## src/rxbf_defs.vh

```
`ifndef RXBF_DEFS_VH
`define RXBF_DEFS_VH

// Register addresses
`define RXBF_ADDR_PIN_CTRL 8'h0c
`define RXBF_ADDR_RX0_SIDH 8'h61
`define RXBF_ADDR_RX0_SIDL 8'h62
`define RXBF_ADDR_RX1_SIDH 8'h71
`define RXBF_ADDR_RX1_SIDL 8'h72

// Pin control field positions
`define RXBF_BIT_PIN1_LEVEL 5
`define RXBF_BIT_PIN0_LEVEL 4
`define RXBF_BIT_PIN1_ENABLE 3
`define RXBF_BIT_PIN0_ENABLE 2
`define RXBF_BIT_PIN1_MODE 1
`define RXBF_BIT_PIN0_MODE 0
`define RXBF_PIN_CTRL_RESET 6'h00

// Identifier low field positions
`define RXBF_SIDL_SRR_BIT 4
`define RXBF_SIDL_IDE_BIT 3

`endif

```

## src/rxbf_top.v

```verilog
`timescale 1ns/100ps
`include "rxbf_defs.vh"

module rxbf_top (
	input wire sys_clk_in, // Device clock, 50 MHz
	input wire reset_in, // Synchronous reset, active high
	input wire [7:0] reg_addr_in, // Register address from host port
	input wire reg_wr_in, // Register write strobe
	input wire [7:0] reg_wdata_in, // Write data
	input wire reg_rd_in, // Register read strobe
	output reg [7:0] reg_rdata_out, // Read data, registered
	input wire load0_in, // Valid message stored into buffer 0
	input wire load1_in, // Valid message stored into buffer 1
	input wire release0_in, // Buffer 0 freed by host
	input wire release1_in, // Buffer 1 freed by host
	input wire [10:0] rx_std_id_in, // Received standard identifier
	input wire [17:16] rx_ext_id_in, // Received extended identifier top bits
	input wire rx_remote_in, // Received frame was a remote request
	input wire rx_extended_in, // Received frame used extended format
	output wire buffer0_full_pin_out, // Buffer 0 pin output value
	output wire buffer0_full_pin_oe_out, // Buffer 0 pin output enable
	output wire buffer1_full_pin_out, // Buffer 1 pin output value
	output wire buffer1_full_pin_oe_out // Buffer 1 pin output enable
);
	reg [5:0] pin_ctrl_q;
	wire [7:0] id_high0;
	wire [7:0] id_low0;
	wire [7:0] id_high1;
	wire [7:0] id_low1;
	wire [7:0] pin_ctrl_view;

	function hit;
		input [7:0] addr;
		input [7:0] target;
		begin
			hit = (addr == target);
		end
	endfunction

	always @(posedge sys_clk_in)
	begin
		if (reset_in)
			pin_ctrl_q <= `RXBF_PIN_CTRL_RESET;
		else if (reg_wr_in && hit(reg_addr_in, `RXBF_ADDR_PIN_CTRL))
			pin_ctrl_q <= reg_wdata_in[5:0];
		// Identifier registers ignore writes
	end

	// Level bits read zero while their pin is in interrupt mode
	assign pin_ctrl_view = {2'b00,
		pin_ctrl_q[`RXBF_BIT_PIN1_LEVEL] & ~pin_ctrl_q[`RXBF_BIT_PIN1_MODE],
		pin_ctrl_q[`RXBF_BIT_PIN0_LEVEL] & ~pin_ctrl_q[`RXBF_BIT_PIN0_MODE],
		pin_ctrl_q[3:0]};

	always @(posedge sys_clk_in)
	begin
		if (reset_in)
			reg_rdata_out <= 8'h00;
		else if (reg_rd_in)
		begin
			case (reg_addr_in)
				`RXBF_ADDR_PIN_CTRL: reg_rdata_out <= pin_ctrl_view;
				`RXBF_ADDR_RX0_SIDH: reg_rdata_out <= id_high0;
				`RXBF_ADDR_RX0_SIDL: reg_rdata_out <= id_low0;
				`RXBF_ADDR_RX1_SIDH: reg_rdata_out <= id_high1;
				`RXBF_ADDR_RX1_SIDL: reg_rdata_out <= id_low1;
				default: reg_rdata_out <= 8'h00;
			endcase
		end
	end

	rxbf_pin_drive u_pin0 (
		.sys_clk_in(sys_clk_in),
		.reset_in(reset_in),
		.enable_in(pin_ctrl_q[`RXBF_BIT_PIN0_ENABLE]),
		.mode_in(pin_ctrl_q[`RXBF_BIT_PIN0_MODE]),
		.level_in(pin_ctrl_q[`RXBF_BIT_PIN0_LEVEL]),
		.loaded_in(load0_in),
		.release_in(release0_in),
		.pin_out(buffer0_full_pin_out),
		.pin_oe_out(buffer0_full_pin_oe_out)
	);

	rxbf_pin_drive u_pin1 (
		.sys_clk_in(sys_clk_in),
		.reset_in(reset_in),
		.enable_in(pin_ctrl_q[`RXBF_BIT_PIN1_ENABLE]),
		.mode_in(pin_ctrl_q[`RXBF_BIT_PIN1_MODE]),
		.level_in(pin_ctrl_q[`RXBF_BIT_PIN1_LEVEL]),
		.loaded_in(load1_in),
		.release_in(release1_in),
		.pin_out(buffer1_full_pin_out),
		.pin_oe_out(buffer1_full_pin_oe_out)
	);

	rxbf_id_store u_id0 (
		.sys_clk_in(sys_clk_in),
		.load_in(load0_in),
		.std_id_in(rx_std_id_in),
		.ext_id_in(rx_ext_id_in),
		.remote_in(rx_remote_in),
		.extended_in(rx_extended_in),
		.std_id_high_out(id_high0),
		.std_id_low_out(id_low0)
	);

	rxbf_id_store u_id1 (
		.sys_clk_in(sys_clk_in),
		.load_in(load1_in),
		.std_id_in(rx_std_id_in),
		.ext_id_in(rx_ext_id_in),
		.remote_in(rx_remote_in),
		.extended_in(rx_extended_in),
		.std_id_high_out(id_high1),
		.std_id_low_out(id_low1)
	);
endmodule // rxbf_top

```

## src/rxbf_pin_drive.v

```verilog
`timescale 1ns/100ps
`include "rxbf_defs.vh"

// One buffer-full pin: interrupt or plain output, tri-stated when disabled.
module rxbf_pin_drive (
	input wire sys_clk_in, // Device clock
	input wire reset_in, // Synchronous reset, active high
	input wire enable_in, // Pin function enable
	input wire mode_in, // 1 = interrupt, 0 = digital output
	input wire level_in, // Level in digital output mode
	input wire loaded_in, // Valid message loaded into this buffer
	input wire release_in, // Buffer freed by host
	output reg pin_out, // Pin output value
	output reg pin_oe_out // Pin output enable
);
	reg full_q;
	reg full_d;

	always @*
	begin
		full_d = full_q;
		if (release_in)
			full_d = 1'b0;
		// Set beats release so a load is never lost
		if (loaded_in)
			full_d = 1'b1;
	end

	always @(posedge sys_clk_in)
	begin
		if (reset_in)
		begin
			full_q <= 1'b0;
			pin_out <= 1'b1;
			pin_oe_out <= 1'b0;
		end
		else
		begin
			full_q <= full_d;
			pin_oe_out <= enable_in;
			if (mode_in)
				pin_out <= ~full_d;
			else
				pin_out <= level_in;
		end
	end
endmodule // rxbf_pin_drive

```

## src/rxbf_id_store.v

```verilog
`timescale 1ns/100ps
`include "rxbf_defs.vh"

// Identifier registers of one receive buffer, loaded on message store.
module rxbf_id_store (
	input wire sys_clk_in, // Device clock
	input wire load_in, // Store strobe for this buffer
	input wire [10:0] std_id_in, // Received standard identifier
	input wire [17:16] ext_id_in, // Top extended identifier bits
	input wire remote_in, // Remote request of received frame
	input wire extended_in, // Frame used extended format
	output reg [7:0] std_id_high_out, // Identifier high register
	output reg [7:0] std_id_low_out // Identifier low register
);
	// No reset: contents are undefined until the first message
	always @(posedge sys_clk_in)
	begin
		if (load_in)
		begin
			std_id_high_out <= std_id_in[10:3];
			std_id_low_out[7:5] <= std_id_in[2:0];
			// Standard-frame remote flag only; extended remote goes elsewhere
			std_id_low_out[`RXBF_SIDL_SRR_BIT] <= remote_in & ~extended_in;
			std_id_low_out[`RXBF_SIDL_IDE_BIT] <= extended_in;
			std_id_low_out[2] <= 1'b0;
			std_id_low_out[1:0] <= ext_id_in;
		end
	end
endmodule // rxbf_id_store

```

## config.mk

```make
export PLATFORM = sky130hd
export DESIGN_NAME = rxbf_top
export DESIGN_NICKNAME = d
export VERILOG_FILES = /design/src/rxbf_top.v /design/src/rxbf_pin_drive.v /design/src/rxbf_id_store.v
export VERILOG_INCLUDE_DIRS = /design/src /design/src/src
export SDC_FILE = /design/constraint.sdc
export NUM_CORES = 1
export LEC_CHECK = 0
export BUFFER_PORTS_ARGS = -buffer_cell sky130_fd_sc_hd__buf_4
export CAP_MARGIN = 25
export CORE_MARGIN = 1
export CORE_UTILIZATION = 25
export CTS_CLUSTER_SIZE = 10
export DETAILED_ROUTE_END_ITERATION = 8
export GPL_ROUTABILITY_DRIVEN = 0
export GPL_TIMING_DRIVEN = 1
export SLEW_MARGIN = 20
export SYNTH_ARGS = -nofsm -noshare
export SYNTH_HDL_FRONTEND = slang
export SYNTH_SLANG_ARGS = --single-unit
```

## constraint.sdc

```tcl
create_clock -name sys_clk_in -period 1.44 [get_ports sys_clk_in]
set_input_delay 0.072 -clock sys_clk_in [delete_from_list [all_inputs] [get_ports sys_clk_in]]
set_output_delay 0.072 -clock sys_clk_in [all_outputs]
set_load 0.02 [all_outputs]
```

==> results.sh <==
export IMPL_outcome="completed"
export IMPL_cp_data_arrival_time_ns=1.46
export IMPL_overflow=0
export IMPL_synth_avg_cell_area_um2=13.3
export IMPL_syn_instance_count=150
export IMPL_wl_per_cell_um=14.0
export IMPL_diodes=0
export IMPL_relSlewSlack_pct=79.5
export IMPL_synth_async_reset_ratio_pct=0
export IMPL_ant_nets=0
export IMPL_ys_ff_latch=50
export IMPL_reg2reg_depth=4
export IMPL_fin_crit_sh_pct=88.2
export IMPL_synth_top_family_by_area="compound AO/OA/AOI/OAI gates"
export IMPL_row_count=32
export IMPL_post_route_min_period_ns=1.27
export IMPL_synth_cell_types=35
export IMPL_placed_area_um2=2430
export IMPL_hold_slack_ns=0.0236
export IMPL_ff2ff_setup_slack_ns=0.17
export IMPL_setup_viol=0
export IMPL_fillCellCount=780
export IMPL_fmax_ghz=0.788
export IMPL_tns_ns=0
export IMPL_p_per_area_nw_per_um2=1140
export IMPL_critPathLaunchType="flip-flop"
export IMPL_root_buffer="clkbuf_8"
export IMPL_power_leakage_uw=0.00100
export IMPL_rsz0062_at_grt="false"
export IMPL_grt_pass1_vias=1389
export IMPL_numCtsBuffers=5
export IMPL_syn_num_nets=189
export IMPL_wl_mm=4.42
export IMPL_drive_gt1_share_pct=32.9
export IMPL_grt_max_degree=21
export IMPL_critPathMaxFanout=1
export IMPL_synth_edf_count=30
export IMPL_min_from="reg_wdata_in[5]"
export IMPL_initialDrtViolationCount=63
export IMPL_vias=1389
export IMPL_cts_tree="yes"
export IMPL_finalHoldViolCount=0
export IMPL_synth_mux_area_share_pct=1.70
export IMPL_ys_warn_count=0
export IMPL_ys_seq_area_share_pct=65.3
export IMPL_drv_cap=0
export IMPL_synth_simple_area_share_pct=14.3
export IMPL_fp_coreArea_um2=7730
export IMPL_fin_ws_ns=0.170
export IMPL_first_pass_iters=5
export IMPL_die_x_um=91.3
export IMPL_dp_hpwl_mm=3.15
export IMPL_path_class="reg -> reg"
export IMPL_clock_skew_ns=0.00723
export IMPL_synthAdderAreaFrac_pct=0
export IMPL_min_delay_path_depth=3
export IMPL_min_to="pin_ctrl_q[5]$_SDFFE_PP0P_"
export IMPL_drc=0
export IMPL_setup_worst_path_end_class="flip-flop"
export IMPL_hp_class="in -> reg"
export IMPL_grt_first_pass_wirelength_mm=7.00
export IMPL_syn_area_um2=1990
export IMPL_portBuffers=48
export IMPL_post_route_cell_area_um2=2710
export IMPL_finalPower_uw=3080
export IMPL_worstSkewPairLatency_ns=0.31
export IMPL_worstPathRequired_ns=1.63
export IMPL_antenna_found_initial=0
export IMPL_r2r_start="u_id0.std_id_high_out[1]$_DFFE_PP_"
export IMPL_track_usage_pct=11.0
export IMPL_drv_slew=0
export IMPL_die_area_um2=8330
export IMPL_path_clk_slew_ns=0.09
export IMPL_ioPinCount=51
export IMPL_area_growth_synth_to_final_pct=36.0
export IMPL_synth_compound_area_share_pct=15.5
export IMPL_vias_per_cell=4.41
export IMPL_synthXorXnorAreaFrac_pct=0
export IMPL_place_ws_ns=0.113
export IMPL_cts_sinks=50
export IMPL_cts_path_max_buffers=2
export IMPL_postCtsSetupRepairBufs=0
export IMPL_htreeDepth=2
export IMPL_synthFlopType="edfxtp_1"
export IMPL_vdd_drop_max_uv=501
export IMPL_r2r_end="reg_rdata_out[1]$_SDFFE_PP0P_"
export IMPL_layout_nets=251
export IMPL_start_util_pct=25.8
export IMPL_fp_dieH_um=91.3
export IMPL_worstMarginPinSlew_ns=0.306
[per-stage QoR]
step,utilization [%],instances
final,35.1,315
after global routing,35.1,315
after CTS,35.1,315
after detailed placement,31.5,293
after global placement,31.5,293
after floorplan,-,150
[where the power goes]
| group | internal [µW] | leakage (µW) | total (µW) | switching [µW] |
|---|---|---|---|---|
| combinational | 149 | 0.000479 | 287 | 138 |
| sequential | 1600 | 0.000457 | 1630 | 24.9 |
| clock | 696 | 0.0000683 | 1160 | 469 |
| total | 2450 | 0.00100 | 3080 | 632 |
[placed cells by master, fill, tap and decap left out, types with 2 or more instances in the layout]
cell,synthesis,layout
a311oi_1,2,2
a211o_1,4,4
dlygate4sd3_1,0,14
a22oi_1,5,5
nand2_1,8,8
a31o_1,2,2
buf_4,1,49
a21oi_1,10,10
dfxtp_1,20,20
a22o_1,3,3
nor3_2,2,2
nand3_1,11,11
nor2b_1,5,5
nor2_1,10,10
nand4_1,4,4
mux2_2,3,3
bufinv_16,0,2
and2b_4,2,2
o21a_1,2,2
edfxtp_1,30,30
inv_1,2,2
a221oi_1,4,4
a311oi_2,2,2
clkbuf_8,0,5
[per-layer routing]
metal | GRT usage [%] | up-vias | share of wire, %
met5 | 0 | - | 0
met4 | 3.97 | 0 | 1.5
met3 | 3.18 | 8 | 5.3
met2 | 16.9 | 36 | 45
met1 | 14.8 | 642 | 48
li1 | - | 703 | -
[kinds of logic after synthesis]
kind of cell / count (synthesis)
AOI/OAI and AO/OA: 39
buffers and inverters: 10
DFF: 50
muxes: 3
and+or+nand+nor: 48
[critical path, cell delays in order, from the launching register on]
cell and delay (ns):
edfxtp_1 0.37, mux2_2 0.26, a22o_1 0.25, a22oi_1 0.18
a211oi_2 0.10
[state kept, by name, summed over array words and instances (netlist names)]
register and cells:
u_pin1.pin_oe_out 1, u_id1.std_id_low_out 7, reg_rdata_out 8, u_pin0.full_q 1
u_id1.std_id_high_out 8, pin_ctrl_q 6, u_pin1.full_q 1, u_pin1.pin_out 1
u_pin0.pin_oe_out 1, u_id0.std_id_low_out 7, u_id0.std_id_high_out 8, u_pin0.pin_out 1
[area by class of cell]
type	instances	area, µm²	share of cell area (%)
clock buffer	5	68.8	2.54
clock inverter	3	68.8	2.54
inverter	2	7.51	0.277
tap	102	128	4.71
sequential	50	1300	48.0
timing repair buffer	63	508	18.8
multi-input combinational	90	627	23.1
[cell usage after synthesis (2+ instances only)]
master	number	area, µm²
a211o_1	4	35.0
a21oi_1	10	50.1
a221oi_1	4	35.0
a22o_1	3	26.3
a22oi_1	5	37.5
a311oi_1	2	17.5
a311oi_2	2	30.0
a31o_1	2	17.5
and2b_4	2	20.0
buf_6	3	33.8
clkbuf_1	3	11.3
dfxtp_1	20	400
edfxtp_1	30	901
inv_1	2	7.51
mux2_2	3	33.8
nand2_1	8	30.0
nand3_1	11	55.1
nand4_1	4	25.0
nor2_1	10	37.5
nor2b_1	5	31.3
nor3_2	2	20.0
o21a_1	2	15.0
[timing repair]
action | 4_1_cts | 5_1_grt
gates resized for setup | 0 | 0
endpoints found under the hold margin | 28 | 0
hold buffers | 14 | 0
endpoints found under the setup margin | 0 | 0
[how the worst max path moves through the flow]
| stage | start | endpoint | depth (start not counted) |
|---|---|---|---|
| final | u_id0.std_id_high_out[1]$_DFFE_PP_ | reg_rdata_out[1]$_SDFFE_PP0P_ | 4 |
| after global routing | u_id0.std_id_high_out[1]$_DFFE_PP_ | reg_rdata_out[1]$_SDFFE_PP0P_ | 4 |
| after CTS | u_id0.std_id_high_out[1]$_DFFE_PP_ | reg_rdata_out[1]$_SDFFE_PP0P_ | 4 |
| after detailed placement | reg_addr_in[1] | reg_rdata_out[4]$_SDFFE_PP0P_ | 5 |
| after global placement | reg_addr_in[1] | reg_rdata_out[4]$_SDFFE_PP0P_ | 5 |
| after floorplan | u_id1.std_id_high_out[1]$_DFFE_PP_ | reg_rdata_out[1]$_SDFFE_PP0P_ | 4 |
(Power assumes the default switching activity.)
